`src/hdl/rxddr_defines.vh`:
```
// Constants for the receive DDR parallel output block.
// Included by the design files; holds definitions only.
`ifndef RXDDR_DEFINES_VH
`define RXDDR_DEFINES_VH

// Interface mode select codes
`define RXDDR_MODE_NIBBLE  2'h0
`define RXDDR_MODE_MUX     2'h1
`define RXDDR_MODE_INDEP   2'h2

// Recovered clock divide ratio and its half period in recovered edges
`define RXDDR_DIV_RATIO    10
`define RXDDR_DIV_HALF     3'h5

// Channel count of the per-channel clocks, A through H
`define RXDDR_NUM_CHAN     8

// Reset values
`define RXDDR_BUS_RST      10'h000
`define RXDDR_CLK_RST      1'h0
`define RXDDR_MODE_RST     2'h0
`define RXDDR_COMP_RST     1'h1
`define RXDDR_CODE_RST     1'h0

// 8b/10b special patterns (abcdei and fghj order, a and f first)
`define RXDDR_K28_NEG      6'h0F
`define RXDDR_K28_POS      6'h30
`define RXDDR_ALT7_NEG     4'h7
`define RXDDR_ALT7_POS     4'h8

`endif

```
`src/hdl/rxddr_out.v`:
```
// Receive DDR parallel output: clock selection and A/B bus formatting.
// Assumes reference and recovered clocks are slow enough for clk_sys_in
// to sample; code words arrive from deserializer logic on clk_sys_in.
// Mode, compensation and coding pins are quasi-static and pass
// two flops; code words need none.
//
// Behaviour
// - Nibble and multiplexed modes drive main clock from buffered reference.
// - Compensation off gives main clock at one tenth recovered; nibble only.
// - Independent mode: each channel clock is its recovered clock.
// - Nibble mode channel clocks: one tenth recovered, or reference if enabled.
// - Multiplexed mode: G inverts main; pairs copy main and complement.
// - Multiplexed mode: channel B on rising edge, A on falling.
// - Nibble mode: low nibble on falling, high on rising; A low, B high.
// - Nibble mode decoded: bit 3 carries A's K flag in rising phase.
// - Multiplexed raw: bit 8 carries ninth bit of code word.
// - Multiplexed decoded: bit 8 high when byte is a K character.
// - Nibble raw: bit 8 carries B's fourth and ninth bits.
// - Nibble decoded: bit 8 is B's fourth bit, then B's K flag.
`timescale 1ns/10ps
`default_nettype none
`include "rxddr_defines.vh"

module rxddr_out #(
  parameter NUM_CHAN = `RXDDR_NUM_CHAN
) (
  input  wire                clk_sys_in,
  input  wire                rst_b_in,
  input  wire                reference_clock_in,
  input  wire [NUM_CHAN-1:0] rx_recovered_clk_in,
  input  wire [1:0]          mode_sel_in,
  input  wire                clock_tolerance_comp_in,
  input  wire                coding_enable_in,
  input  wire [9:0]          rx_code_a_in,
  input  wire [9:0]          rx_code_b_in,
  output reg                 rx_clock_chan_h_out,
  output reg  [NUM_CHAN-2:0] rx_clock_per_chan_out,
  output reg  [9:0]          rx_bus_pair_ab_out
);

  // ==========================================================
  // Reset release
  reg rst_meta_q;
  reg rst_sync_q;

  always @(posedge clk_sys_in or negedge rst_b_in) begin
    if (!rst_b_in) begin
      rst_meta_q <= 1'b0;
      rst_sync_q <= 1'b0;
    end else begin
      rst_meta_q <= 1'b1;
      rst_sync_q <= rst_meta_q;
    end
  end

  // ==========================================================
  // Configuration pin synchronisers
  // Quasi-static pins: a change reaches the selectors two cycles
  // late and may cut one clock phase short.
  reg [1:0] mode_meta_q;
  reg [1:0] mode_q;
  reg       comp_meta_q;
  reg       comp_q;
  reg       code_meta_q;
  reg       code_q;

  always @(posedge clk_sys_in or negedge rst_sync_q) begin
    if (!rst_sync_q) begin
      mode_meta_q <= `RXDDR_MODE_RST;
      mode_q      <= `RXDDR_MODE_RST;
      comp_meta_q <= `RXDDR_COMP_RST;
      comp_q      <= `RXDDR_COMP_RST;
      code_meta_q <= `RXDDR_CODE_RST;
      code_q      <= `RXDDR_CODE_RST;
    end else begin
      mode_meta_q <= mode_sel_in;
      mode_q      <= mode_meta_q;
      comp_meta_q <= clock_tolerance_comp_in;
      comp_q      <= comp_meta_q;
      code_meta_q <= coding_enable_in;
      code_q      <= code_meta_q;
    end
  end

  // Decoded mode flags shared by the clock and bus selectors
  wire mode_nib;
  wire mode_mux;
  wire mode_ind;

  assign mode_nib = (mode_q == `RXDDR_MODE_NIBBLE);
  assign mode_mux = (mode_q == `RXDDR_MODE_MUX);
  assign mode_ind = (mode_q == `RXDDR_MODE_INDEP);

  // ==========================================================
  // Clock input synchronisers
  reg                ref_meta_q;
  reg                ref_q;
  reg [NUM_CHAN-1:0] rec_meta_q;
  reg [NUM_CHAN-1:0] rec_q;
  reg [NUM_CHAN-1:0] rec_prev_q;

  always @(posedge clk_sys_in or negedge rst_sync_q) begin
    if (!rst_sync_q) begin
      ref_meta_q <= `RXDDR_CLK_RST;
      ref_q      <= `RXDDR_CLK_RST;
      rec_meta_q <= {NUM_CHAN{1'b0}};
      rec_q      <= {NUM_CHAN{1'b0}};
      rec_prev_q <= {NUM_CHAN{1'b0}};
    end else begin
      ref_meta_q <= reference_clock_in;
      ref_q      <= ref_meta_q;
      rec_meta_q <= rx_recovered_clk_in;
      rec_q      <= rec_meta_q;
      rec_prev_q <= rec_q;
    end
  end

  // ==========================================================
  // Divide each recovered clock by ten
  wire [NUM_CHAN-1:0] rec_rise;
  wire [NUM_CHAN-1:0] div_clk;
  wire [NUM_CHAN-1:0] chan_clk;

  // Edges come from the second flop and its delayed copy only,
  // never from the first, which may still be settling.
  assign rec_rise = rec_q & ~rec_prev_q;

  genvar gi;
  generate
    for (gi = 0; gi < NUM_CHAN; gi = gi + 1) begin : g_div
      reg [2:0] cnt_q;
      reg       div_q;
      always @(posedge clk_sys_in or negedge rst_sync_q) begin
        if (!rst_sync_q) begin
          cnt_q <= 3'h0;
          div_q <= `RXDDR_CLK_RST;
        end else if (rec_rise[gi]) begin
          // Toggle every five recovered rises: ratio ten
          if (cnt_q == `RXDDR_DIV_HALF - 3'h1) begin
            cnt_q <= 3'h0;
            div_q <= ~div_q;
          end else begin
            cnt_q <= cnt_q + 3'h1;
          end
        end
      end
      assign div_clk[gi] = div_q;
      // Source for one channel clock before multiplexed pairing
      assign chan_clk[gi] =
        mode_ind ? rec_q[gi] :
        (comp_q ? ref_q : div_q);
    end
  endgenerate

  // ==========================================================
  // Main receive clock
  // Compensation off outside nibble mode is not a legal setting;
  // the reference clock is kept then in multiplexed mode, channel H's recovered clock in independent mode, so the bus keeps a clock.
  reg  main_d;
  wire comp_bypass;

  assign comp_bypass = !comp_q && mode_nib;

  always @* begin
    if (mode_ind)
      main_d = rec_q[NUM_CHAN-1];
    else if (comp_bypass)
      main_d = div_clk[0];
    else
      main_d = ref_q;
  end

  // ==========================================================
  // Clock outputs
  integer ci;
  reg [NUM_CHAN-2:0] per_d;

  always @* begin
    per_d = chan_clk[NUM_CHAN-2:0];
    if (mode_mux) begin
      // Odd letters (B, D, F) copy main, even (A, C, E, G) invert it
      for (ci = 0; ci < NUM_CHAN - 1; ci = ci + 1)
        per_d[ci] = (ci % 2 == 1) ? main_d : ~main_d;
    end
  end

  always @(posedge clk_sys_in or negedge rst_sync_q) begin
    if (!rst_sync_q) begin
      rx_clock_chan_h_out   <= `RXDDR_CLK_RST;
      rx_clock_per_chan_out <= {(NUM_CHAN-1){1'b0}};
    end else begin
      rx_clock_chan_h_out   <= main_d;
      rx_clock_per_chan_out <= per_d;
    end
  end

  // ==========================================================
  // Decoders
  wire [7:0] dec_a;
  wire [7:0] dec_b;
  wire       k_a;
  wire       k_b;

  rxddr_dec8b10b u_dec_a (
    .code_in  (rx_code_a_in),
    .data_out (dec_a),
    .k_out    (k_a)
  );

  rxddr_dec8b10b u_dec_b (
    .code_in  (rx_code_b_in),
    .data_out (dec_b),
    .k_out    (k_b)
  );

  // ==========================================================
  // Bus phase tracking
  // Bus launches change with the clock driven out one cycle earlier,
  // so data edges trail the clock pin edges by one system cycle.
  wire bus_clk;
  reg  bus_clk_prev_q;
  wire bus_rise;
  wire bus_fall;

  // Independent mode times the shared A/B bus from channel A's clock
  assign bus_clk  = mode_ind ?
                    rx_clock_per_chan_out[0] : rx_clock_chan_h_out;
  assign bus_rise = bus_clk && !bus_clk_prev_q;
  assign bus_fall = !bus_clk && bus_clk_prev_q;

  // Held words: captured at the falling launch, used through the rise
  reg [9:0] hold_a_q;
  reg [9:0] hold_b_q;
  reg [7:0] hold_da_q;
  reg [7:0] hold_db_q;
  reg       hold_ka_q;
  reg       hold_kb_q;

  always @(posedge clk_sys_in or negedge rst_sync_q) begin
    if (!rst_sync_q) begin
      bus_clk_prev_q <= `RXDDR_CLK_RST;
      hold_a_q       <= 10'h000;
      hold_b_q       <= 10'h000;
      hold_da_q      <= 8'h00;
      hold_db_q      <= 8'h00;
      hold_ka_q      <= 1'b0;
      hold_kb_q      <= 1'b0;
    end else begin
      bus_clk_prev_q <= bus_clk;
      if (bus_fall) begin
        hold_a_q  <= rx_code_a_in;
        hold_b_q  <= rx_code_b_in;
        hold_da_q <= dec_a;
        hold_db_q <= dec_b;
        hold_ka_q <= k_a;
        hold_kb_q <= k_b;
      end
    end
  end

  // ==========================================================
  // Bus formatting
  reg [9:0] fall_d;
  reg [9:0] rise_d;

  always @* begin
    fall_d = `RXDDR_BUS_RST;
    rise_d = `RXDDR_BUS_RST;
    if (mode_nib) begin
      if (code_q) begin
        // Low nibbles; B's fourth bit lands on bit 8
        fall_d = {1'b0, dec_b[3:0], 1'b0, dec_a[3:0]};
        // High nibbles around the K flags on bits 3 and 8
        rise_d = {hold_db_q[7], hold_kb_q, hold_db_q[6:4],
                  hold_da_q[7], hold_ka_q, hold_da_q[6:4]};
      end else begin
        fall_d = {rx_code_b_in[4:0], rx_code_a_in[4:0]};
        rise_d = {hold_b_q[9:5], hold_a_q[9:5]};
      end
    end else if (code_q) begin
      // Channel A first, then B; flag high marks a K character
      fall_d = {1'b0, k_a, dec_a};
      rise_d = {1'b0, hold_kb_q, hold_db_q};
    end else begin
      fall_d = rx_code_a_in;
      rise_d = hold_b_q;
    end
  end

  always @(posedge clk_sys_in or negedge rst_sync_q) begin
    if (!rst_sync_q)
      rx_bus_pair_ab_out <= `RXDDR_BUS_RST;
    else if (bus_fall)
      rx_bus_pair_ab_out <= fall_d;
    else if (bus_rise)
      rx_bus_pair_ab_out <= rise_d;
  end

endmodule
`default_nettype wire

```
`src/hdl/rxddr_dec8b10b.v`:
```
// 8b/10b code group decoder, combinational.
// Assumes code bit 0 is bit a, the first bit received on the line.
`timescale 1ns/10ps
`default_nettype none
`include "rxddr_defines.vh"

module rxddr_dec8b10b (
  input  wire [9:0] code_in,
  output reg  [7:0] data_out,
  output reg        k_out
);

  // ==========================================================
  // Table lookups
  wire [5:0] six;
  wire [3:0] four;
  wire [3:0] four_rd;
  reg  [4:0] low5;
  reg  [2:0] high3;
  wire       k28;
  wire       alt7;

  assign six  = {code_in[0], code_in[1], code_in[2],
                 code_in[3], code_in[4], code_in[5]};
  assign four = {code_in[6], code_in[7], code_in[8], code_in[9]};
  // K28 after a positive six sends its trailing group inverted
  assign four_rd = (six == `RXDDR_K28_POS) ? ~four : four;
  assign k28  = (six == `RXDDR_K28_NEG) || (six == `RXDDR_K28_POS);
  assign alt7 = (four == `RXDDR_ALT7_NEG) || (four == `RXDDR_ALT7_POS);

  always @* begin
    case (six)
      6'h27, 6'h18: low5 = 5'h00;
      6'h1D, 6'h22: low5 = 5'h01;
      6'h2D, 6'h12: low5 = 5'h02;
      6'h31:        low5 = 5'h03;
      6'h35, 6'h0A: low5 = 5'h04;
      6'h29:        low5 = 5'h05;
      6'h19:        low5 = 5'h06;
      6'h38, 6'h07: low5 = 5'h07;
      6'h39, 6'h06: low5 = 5'h08;
      6'h25:        low5 = 5'h09;
      6'h15:        low5 = 5'h0A;
      6'h34:        low5 = 5'h0B;
      6'h0D:        low5 = 5'h0C;
      6'h2C:        low5 = 5'h0D;
      6'h1C:        low5 = 5'h0E;
      6'h17, 6'h28: low5 = 5'h0F;
      6'h1B, 6'h24: low5 = 5'h10;
      6'h23:        low5 = 5'h11;
      6'h13:        low5 = 5'h12;
      6'h32:        low5 = 5'h13;
      6'h0B:        low5 = 5'h14;
      6'h2A:        low5 = 5'h15;
      6'h1A:        low5 = 5'h16;
      6'h3A, 6'h05: low5 = 5'h17;
      6'h33, 6'h0C: low5 = 5'h18;
      6'h26:        low5 = 5'h19;
      6'h16:        low5 = 5'h1A;
      6'h36, 6'h09: low5 = 5'h1B;
      6'h0E, 6'h0F,
      6'h30:        low5 = 5'h1C;
      6'h2E, 6'h11: low5 = 5'h1D;
      6'h1E, 6'h21: low5 = 5'h1E;
      6'h2B, 6'h14: low5 = 5'h1F;
      default:      low5 = 5'h00;
    endcase
  end

  always @* begin
    case (four_rd)
      4'hB, 4'h4: high3 = 3'h0;
      4'h9:       high3 = 3'h1;
      4'h5:       high3 = 3'h2;
      4'hC, 4'h3: high3 = 3'h3;
      4'hD, 4'h2: high3 = 3'h4;
      4'hA:       high3 = 3'h5;
      4'h6:       high3 = 3'h6;
      default:    high3 = 3'h7;
    endcase
  end

  // Besides any K28 six, only x.7 alternate groups after these eight sixes are control codes
  always @* begin
    data_out = {high3, low5};
    k_out    = k28 || (alt7 && ((six == 6'h3A) || (six == 6'h05) ||
               (six == 6'h36) || (six == 6'h09) || (six == 6'h2E) ||
               (six == 6'h11) || (six == 6'h1E) || (six == 6'h21)));
  end

endmodule
`default_nettype wire

```
`config.mk`:
```
export PLATFORM = sky130hd
export DESIGN_NAME = rxddr_out
export DESIGN_NICKNAME = d
export VERILOG_FILES = /design/src/hdl/rxddr_out.v /design/src/hdl/rxddr_dec8b10b.v
export VERILOG_INCLUDE_DIRS = /design/src /design/src/hdl
export SDC_FILE = /design/constraint.sdc
export NUM_CORES = 1
export LEC_CHECK = 0
export BUFFER_PORTS_ARGS = -buffer_cell sky130_fd_sc_hd__buf_2
export CAP_MARGIN = 20
export CORE_MARGIN = 2
export CORE_UTILIZATION = 31
export DETAILED_ROUTE_END_ITERATION = 8
export GPL_ROUTABILITY_DRIVEN = 0
export GPL_TIMING_DRIVEN = 0
export PLACE_DENSITY = 0.51
export SLEW_MARGIN = 20
export SYNTH_ARGS = -nofsm -noshare
export SYNTH_HDL_FRONTEND = slang
export SYNTH_SLANG_ARGS = --single-unit
```
`constraint.sdc`:
```
create_clock -name clk_sys_in -period 4.7 [get_ports clk_sys_in]
set_input_delay 0.94 -clock clk_sys_in [delete_from_list [all_inputs] [get_ports clk_sys_in]]
set_output_delay 0.94 -clock clk_sys_in [all_outputs]
set_load 0.02 [all_outputs]
```
==> results of run 1 <==
## power breakdown
group	switching, uW	leakage (uW)	internal (uW)	total (uW)
sequential	170	0.00132	1220	1390
combinational	520	0.00165	397	917
clock	373	0.000142	375	748
## sequential cells by signal (all words and copies together) (netlist names), 2 cells and up
signal                 count
hold_b_q                  10
rx_clock_per_chan_out      7
rec_q                      8
g_div.cnt_q               21
mode_q                     2
hold_db_q                  8
rx_bus_pair_ab_out        10
hold_a_q                   5
hold_da_q                  4
rec_prev_q                 7
mode_meta_q                2
g_div.div_q                7
rec_meta_q                 8
## final cells by class
class	count	area (um2)
inverters	28	108
multi-input cells	497	3290
flip-flops and latches	111	2780
well taps	270	338
fillers	2071	13000
plain buffers	50	294
repair buffers	48	278
clock buffers	10	229
clock inverters	6	62.6
## worst min-delay path by stage
stage                                          to  depth (start not counted)  slack [ns]
floorplan                        code_q$_DFF_PN0_                          0        0.33
global placement               rec_q[7]$_DFF_PN0_                          0        0.33
detailed placement  g_div[1].cnt_q[1]$_DFFE_PN0P_                          0        0.22
CTS                 g_div[1].cnt_q[1]$_DFFE_PN0P_                          0        0.22
global route        g_div[1].cnt_q[1]$_DFFE_PN0P_                          0        0.23
finish              g_div[1].cnt_q[1]$_DFFE_PN0P_                          0        0.21
## synthesized netlist by cell type (7+ instances only)
cell type,instances,share of area [%]
ha_1,26,5.0
inv_1,25,1.5
mux2_2,17,3.0
clkbuf_1,17,0.99
nor3_1,7,0.54
nand2_1,69,4.0
nand3_1,17,1.3
nand2b_1,11,1.1
buf_6,8,1.4
a21oi_1,51,3.9
nor2b_1,23,2.2
nor2_1,45,2.6
o21ai_0,72,5.6
buf_2,22,1.7
o21ai_1,8,0.62
a31oi_1,7,0.68
dfrtp_1,109,42
xnor2_1,10,1.4
mux2i_1,9,1.4
## cell families (layout without fill, tap and decap cells)
family,Yosys count,count (layout)
AOI/OAI and AO/OA,220,220
xor gates and xnor gates,14,14
adders and majority gates,29,29
buffers and inverters,78,142
DFF,111,111
muxes,32,32
other,1,1
and+or+nand+nor,201,201
## metrics by stage
stage,total power (uW),worst slack (ns),cells,hold WS [ns]
global placement,2320,0.00963,1002,0.333
CTS,3090,1.42,1020,0.222
detailed placement,2330,1.47,1004,0.216
global route,3270,1.17,1020,0.235
finish,3050,1.45,1020,0.208
floorplan,2040,1.38,686,0.331
## worst reg2reg max path, stage by stage, from the launching register on
cell,delay (ns)
dfrtp_1,0.32
buf_2,0.20
nor2b_1,0.42
mux2i_1,0.39
ha_1,0.39
clkbuf_1,0.49
buf_1,0.53
mux2_2,0.40
## routing by layer
| metal | up-vias | global-route usage [%] | wire [um] |
|---|---|---|---|
| li1 | 2574 | - | - |
| met1 | 2535 | 20.9 | 7490 |
| met2 | 137 | 24.1 | 7450 |
| met3 | 26 | 2.39 | 684 |
| met4 | 0 | 4.00 | 311 |
| met5 | - | 0 | 0 |
==> flow_summary.toml, run 1 <==
[cts]
clockBufferDepth = 2
clkTransAtPathRegs_ns = 0.08
cts_tree = "built"
root_buffer = "clkbuf_16"
worstSkewPairLatency_ns = 0.34
numCtsBuffers = 9
cts_hold_buffers = 0
cts-htree-levels = 3
cts-resized-gates = 0
cts_setup_buffers = 0
clock-sinks = 111

[worst_setup_path]
slowest_stage = "buf_1"
crit_end = "hold_a_q[9]$_DFFE_PN0P_"
cp-end-kind = "flip-flop"
critPathMaxStageDelay_ns = 0.53
crit_start = "mode_q[1]$_DFF_PN0_"
path_class = "reg -> reg"
r2r_slack_ns = 1.45
critPathTopFamily = "buffers and inverters"
reg2reg_depth = 7
cp_cell_sequence = "buf_2 -> nor2b_1 -> mux2i_1 -> ha_1 -> clkbuf_1 -> buf_1 -> mux2_2"
worstSetupPathDepth = 7
worstPathArrival_ns = 3.48
crit_fanout = 10
cp.required_ns = 4.93
timing.critical_path.buf_inv = 3
rr_startpoint = "mode_q[1]$_DFF_PN0_"
r2r_end = "hold_a_q[9]$_DFFE_PN0P_"
cp-start-kind = "flip-flop"

[synth]
synth_compound_area_share_pct = 21.8
muxShareOfSynthArea_pct = 6.15
synth-seq-cells = 111
ys.flop_type = "dfrtp_1"
syn_inst = 686
synth_xor_area_share_pct = 2.01
synth_top_family_by_area = "compound AO/OA/AOI/OAI gates"
syn_area_per_cell_um2 = 9.43
ys_warn_count = 0
synth_cell_types = 77
synth_adder_area_share_pct = 5.49
synthesis.nets = 747
synth_edf_count = 0
async_reset_ff_share_pct = 100
ys_seq_area_share_pct = 43.0
yosys.area_share.simple_pct = 15.3
synth_area_mm2 = 0.00647

[sta]
rsz0062_at_grt = "no"
slew_violations = 0
period_minus_slack_ns = 3.25
finalHoldViolCount = 0
worst_pin_slew_ns = 0.652
clock_skew_ns = 0.00636
fmax_mhz = 308
setup_viol = 0
slew_headroom_pct = 56.3
finalCritPeriodShare_pct = 69.2
timing.setup.tns_ns = 0

[status]
status = "finished, final reports clean"

[floorplan]
die-area_mm2 = 0.0220
coreArea_mm2 = 0.0204
pin_count = 53
initial_core_util_pct = 31.8
chipHeight_um = 148
die_w_um = 148
rows = 52

[drt]
ant_nets = 0
firstDrtPassIters = 5
wirelength_mm = 15.9
wire_per_inst_um = 15.6
vias = 5272
drt_iter0_markers = 359
route.detailed.drc = 0
avgViaCountPerCell = 5.17

[power]
ir_drop_mv = 0.235
powerDensity_mw_per_mm2 = 414
total_leakage_power_uw = 0.00311

[global_route]
grt_start_max_net_pins = 55
grt.overflow.total = 0
antenna_found_initial = 0
track_usage_pct = 14.9
grt_pass1_wl_mm = 26.4
grt_pass1_vias = 5052

[place]
portBuffers = 46
dp.final_hpwl_mm = 11.6
dpl_cell_area_mm2 = 0.00709

[final_layout]
diodes = 0
final_area_mm2 = 0.00738
area_growth_pct = 14.1
fin_nets = 806
final_common_cell = "dfrtp_1"
final_cell_mix = "108 x dfrtp_1, 72 x o21ai_0, 69 x nand2_1"
drive_gt1_share_pct = 17.7
utilization_pct = 36.2

[min_path]
hp-class = "reg -> async"

[flow_run]
drv_cap = 0
Power figures use the tool's default switching activity.
==> run 2, diff against run 1 <==
Settings changed: ABC_AREA from default to 1.
Clock period 4.7 ns to 3.3 ns, I/O delays scaled along.
==> flow_summary.toml, run 2 <==
[final_layout]
drive_gt1_share_pct = 12.6
diodes = 0
final_cell_mix = "213 x nand2_1, 108 x dfrtp_1, 82 x inv_1"
largest-register = "g_div.cnt_q"
final_common_cell = "nand2_1"
top_regs = "g_div.cnt_q: 21 flops, hold_b_q: 10 flops, rx_bus_pair_ab_out: 10 flops"
area_growth_pct = 16.2
fin_cells = 1101
fin_nets = 892
largest_reg_flops = 21

[cts]
cts-htree-levels = 3
root_buffer = "clkbuf_16"
numCtsBuffers = 9
clkTransAtPathRegs_ns = 0.08
cts_tree = "built"
worstSkewPairLatency_ns = 0.36
clockBufferDepth = 2
clock-sinks = 111
cts_setup_buffers = 0

[global_route]
antenna_found_initial = 0
grt_start_max_net_pins = 58
grt_pass1_wl_mm = 25.1
grt_pass1_vias = 4876
track_usage_pct = 15.5
grt.overflow.total = 0

[worst_setup_path]
worstPathArrival_ns = 3.15
cp.required_ns = 3.58
path_class = "reg -> reg"
critPathTopFamily = "buffers and inverters"
cp-end-kind = "flip-flop"
cp-start-kind = "flip-flop"
cp_cell_sequence = "nor2_1 -> clkinv_1 -> o21ai_1 -> ha_1 -> clkinv_1 -> clkbuf_1 -> clkbuf_1 -> o21ai_0"
critPathMaxStageDelay_ns = 0.41
slowest_stage = "dfrtp_1"
timing.critical_path.buf_inv = 4
crit_fanout = 10

[synth]
ys_seq_area_share_pct = 45.9
ys_top_cells_by_count = "213 x nand2_1, 109 x dfrtp_1, 82 x inv_1"
ys_warn_count = 0
syn_inst = 767
syn_area_per_cell_um2 = 7.89
synth_most_common_cell = "nand2_1"
synth-seq-cells = 111
ys.flop_type = "dfrtp_1"
synth_top_cell_area_share_pct = 45.1
synth_area_leader_cell = "dfrtp_1"
synth_edf_count = 0
async_reset_ff_share_pct = 100
synthesis.nets = 828
synth.top_cells.by_area = "dfrtp_1 45%, nand2_1 13%, ha_1 5.4%, inv_1 5.1%, a21oi_1 4.4%"
synth_area_mm2 = 0.00605
synth_cell_types = 44

[drt]
firstDrtPassIters = 5
avgViaCountPerCell = 4.69
wirelength_mm = 15.2
route.detailed.drc = 0
vias = 5168
drt_iter0_markers = 333
ant_nets = 0
wire_per_inst_um = 13.8

[sta]
finalHoldViolCount = 0
setup_viol = 0
finalCritPeriodShare_pct = 86.9
period_minus_slack_ns = 2.87
clock_skew_ns = 0.0102
fmax_mhz = 349
slew_headroom_pct = 62.1
whs_ns = 0.0750
timing.setup.tns_ns = 0
rsz0062_at_grt = "no"
slew_violations = 0
worst_pin_slew_ns = 0.568

[power]
powerDensity_mw_per_mm2 = 613
total_leakage_power_uw = 0.00355
ir_drop_mv = 0.293

[flow_run]
drv_cap = 0

[floorplan]
initial_core_util_pct = 31.3
pin_count = 53
die_w_um = 144
rows = 51
coreArea_mm2 = 0.0193
chipHeight_um = 144
die-area_mm2 = 0.0207

[place]
dp.final_hpwl_mm = 11.3
dp.cells = 1085
portBuffers = 51

[status]
status = "finished, final reports clean"

[min_path]
hp-class = "in -> async"
-- run 2: per-stage QoR --
| stage | total power [uW] | utilization [%] | instance area, um2 | setup WS (ns) |
|---|---|---|---|---|
| after floorplan | 2730 | - | 6050 | 1.23 |
| after CTS | 4360 | 36.4 | 7030 | 0.300 |
| after global routing | 4630 | 36.4 | 7030 | 0.0987 |
| after global placement | 3090 | 34.3 | 6640 | 0.348 |
| after detailed placement | 3110 | 34.6 | 6700 | 0.308 |
| final | 4310 | 36.4 | 7030 | 0.431 |
-- run 2: repair_timing --
action                     in CTS  in global routing
setup endpoints to repair       0                  6
resized for setup               0                  1
hold buffers                    0                  0
-- run 2: final cells by class --
class / instances / area [um2]
clock inverters: 6 / 96.3
repair buffers: 53 / 310
multi-input cells: 540 / 2800
well taps: 265 / 332
clock buffers: 10 / 239
flip-flops and latches: 111 / 2780
inverters: 92 / 350
fillers: 2048 / 12300
plain buffers: 24 / 119
-- run 2: path summary, 6_finish.rpt --
path,cells past startpoint,start,slack (ns),endpoint
worst min register to register,1,rst_sync_q$_DFF_PN0_,0.34,rec_meta_q[0]$_DFF_PN0_
worst max-delay path,8,mode_q[0]$_DFF_PN0_,0.43,hold_a_q[8]$_DFFE_PN0P_
worst min-delay path,1,rst_b_in,0.08,rst_sync_q$_DFF_PN0_
min in group clk_sys_in,0,rec_meta_q[4]$_DFF_PN0_,0.34,rec_q[4]$_DFF_PN0_
max in group asynchronous,1,rst_sync_q$_DFF_PN0_,2.66,comp_meta_q$_DFF_PN1_
worst max register to register,8,mode_q[0]$_DFF_PN0_,0.43,hold_a_q[8]$_DFFE_PN0P_
-- run 2: power breakdown --
group          total (uW)  internal (uW)  switching (uW)
registers            1920           1720             207
clock network        1230            698             536
logic                1160            416             740
-- run 2: cell families after synthesis --
group | share of synthesized area, %
DFF | 45.9
adders and majority gates | 5.38
buffers and inverters | 7.75
and+or+nand+nor | 25.1
other | 0.0620
AOI/OAI and AO/OA | 13.0
xor gates and xnor gates | 2.75
-- run 2: routing by layer --
metal	part of all wire [%]	routed length, um	up-vias	global-route usage (%)
met2	44	6720	120	24.2
li1	-	-	2626	-
met3	4.1	627	19	2.70
met4	1.5	233	0	4.64
met1	50	7610	2403	21.8
met5	0	0	-	0
==> run 3, diff against run 2 <==
Settings changed: ABC_AREA 1 to 0, CORE_UTILIZATION 31 to 46, PLACE_DENSITY 0.51 to 0.68.
==> flow_summary.toml, run 3 (synthesis results as in run 1) <==
[final_layout]
diodes = 0
largest-register = "g_div.cnt_q"
final_area_mm2 = 0.00725
fin_cells = 929
multi_input_area_mm2 = 0.00329
fin_nets = 805
final_common_cell = "dfrtp_1"
final_cell_mix = "108 x dfrtp_1, 72 x o21ai_0, 69 x nand2_1"
top_regs = "g_div.cnt_q: 21 flops, hold_b_q: 10 flops, rx_bus_pair_ab_out: 10 flops"
area_growth_pct = 12.1
final-seq-area_mm2 = 0.00278
nFillCells = 1206
drive_gt1_share_pct = 17.8
largest_reg_flops = 21

[power]
power.share.clock_pct = 24.1
net-switching-power_uw = 1530
powerDensity_mw_per_mm2 = 601
total_leakage_power_uw = 0.00310
p_sw_share_pct = 35.0
ir_drop_mv = 0.454
p_seq_share_pct = 45.7
pwr-share-comb_pct = 30.2
power.internal_uw = 2830

[sta]
fmax_mhz = 332
rsz0062_at_grt = "no"
setup_viol = 0
worst_pin_slew_ns = 0.669
whs_ns = 0.0821
finalHoldViolCount = 0
clock_skew_ns = 0.00852
period_minus_slack_ns = 3.02
timing.setup.tns_ns = 0
slew_headroom_pct = 55.4
finalCritPeriodShare_pct = 91.4
slew_violations = 0

[cts]
clock-sinks = 111
clkTransAtPathRegs_ns = 0.07
cts_setup_buffers = 0
cts_tree = "built"
cts-resized-gates = 0
root_buffer = "clkbuf_16"
numCtsBuffers = 9
cts_hold_buffers = 0
worstSkewPairLatency_ns = 0.35
cts-htree-levels = 3
clockBufferDepth = 2

[drt]
routed.top_layer = "met4"
wire_per_inst_um = 16.6
wirelength_mm = 15.4
wl_met2_mm = 7.28
route.detailed.drc = 0
wl_met3_um = 940
firstDrtPassIters = 6
vias = 5495
drt-met1-wl_mm = 6.82
avgViaCountPerCell = 5.91
drt_iter0_markers = 626
ant_nets = 0

[worst_setup_path]
cp-start-kind = "flip-flop"
cp-end-kind = "flip-flop"
worstPathArrival_ns = 3.25
rr_startpoint = "mode_q[1]$_DFF_PN0_"
critPathMaxStageDelay_ns = 0.50
crit_start = "mode_q[1]$_DFF_PN0_"
reg2reg_depth = 7
critPathTopFamily = "buffers and inverters"
cp.required_ns = 3.54
crit_fanout = 10
worstSetupPathDepth = 7
cp_cell_sequence = "buf_2 -> nor2b_2 -> mux2i_1 -> ha_1 -> clkbuf_1 -> buf_1 -> mux2_2"
path_class = "reg -> reg"
timing.critical_path.buf_inv = 3
slowest_stage = "clkbuf_1"

[global_route]
antenna_found_initial = 0
track_usage_pct = 21.6
grt_start_max_net_pins = 58
grt.overflow.total = 0
grt_pass1_wl_mm = 26.0
grt_pass1_vias = 5309

[floorplan]
die-area_mm2 = 0.0150
coreArea_mm2 = 0.0138
chipHeight_um = 123
initial_core_util_pct = 46.8
pin_count = 53
die_w_um = 123
rows = 43

[place]
dpl_cell_area_mm2 = 0.00696
dp.cells = 913
dp.final_hpwl_mm = 11.0
portBuffers = 46

[flow_run]
drv_cap = 0

[status]
status = "finished, final reports clean"

[min_path]
hp-class = "in -> async"
==> run 3: cell types whose count changed in the layout (fill, tap and decap cells not counted), sizes merged, moves of 16 or more <==
cell | before | now
mux2 | 0 | 19
nor2 | 67 | 46
nand2 | 218 | 69
xor2 | 19 | 3
inv | 92 | 30
nand3 | 46 | 17
o21ai | 51 | 80
nor2b | 0 | 23
==> run 3: area by class of cell <==
cell class	instances	area share [%]
timing repair buffer	47	3.55
inverter	28	1.48
sequential	111	38.4
buffer	50	4.05
multi-input combinational	497	45.3
tap	180	3.10
clock inverter	6	0.931
clock buffer	10	3.16
==> run 3: per-stage QoR <==
step	util (%)	setup slack, ns	power (uW)
floorplan	-	0.907	2910
global placement	50.1	0.236	3240
detailed placement	50.3	0.194	3320
CTS	52.4	0.178	4380
global route	52.5	0.148	4660
finish	52.5	0.284	4360
==> run 3: power by group through the flow <==
stage,sequential [uW],combinational (uW),clock [uW]
after floorplan,2050,863,0
after global placement,2010,1240,0
after detailed placement,2020,1300,0
after CTS,1990,1310,1080
after global routing,2040,1480,1140
final,1990,1320,1050
==> run 3: path summary, 6_finish.rpt <==
path	end	slack, ns
worst max-delay path	hold_a_q[6]$_DFFE_PN0P_	0.28
worst min-delay path	rst_sync_q$_DFF_PN0_	0.08
worst max register to register	hold_a_q[6]$_DFFE_PN0P_	0.28
worst min register to register	mode_q[1]$_DFF_PN0_	0.35
max in group asynchronous	hold_b_q[5]$_DFFE_PN0P_	2.20
min in group clk_sys_in	mode_q[1]$_DFF_PN0_	0.35
==> run 3: routing by layer <==
layer  up-vias  GRT usage [%]
met5         -              0
met2       225           35.2
met3        35           3.58
met4         0           8.05
li1       2569              -
met1      2666           29.0
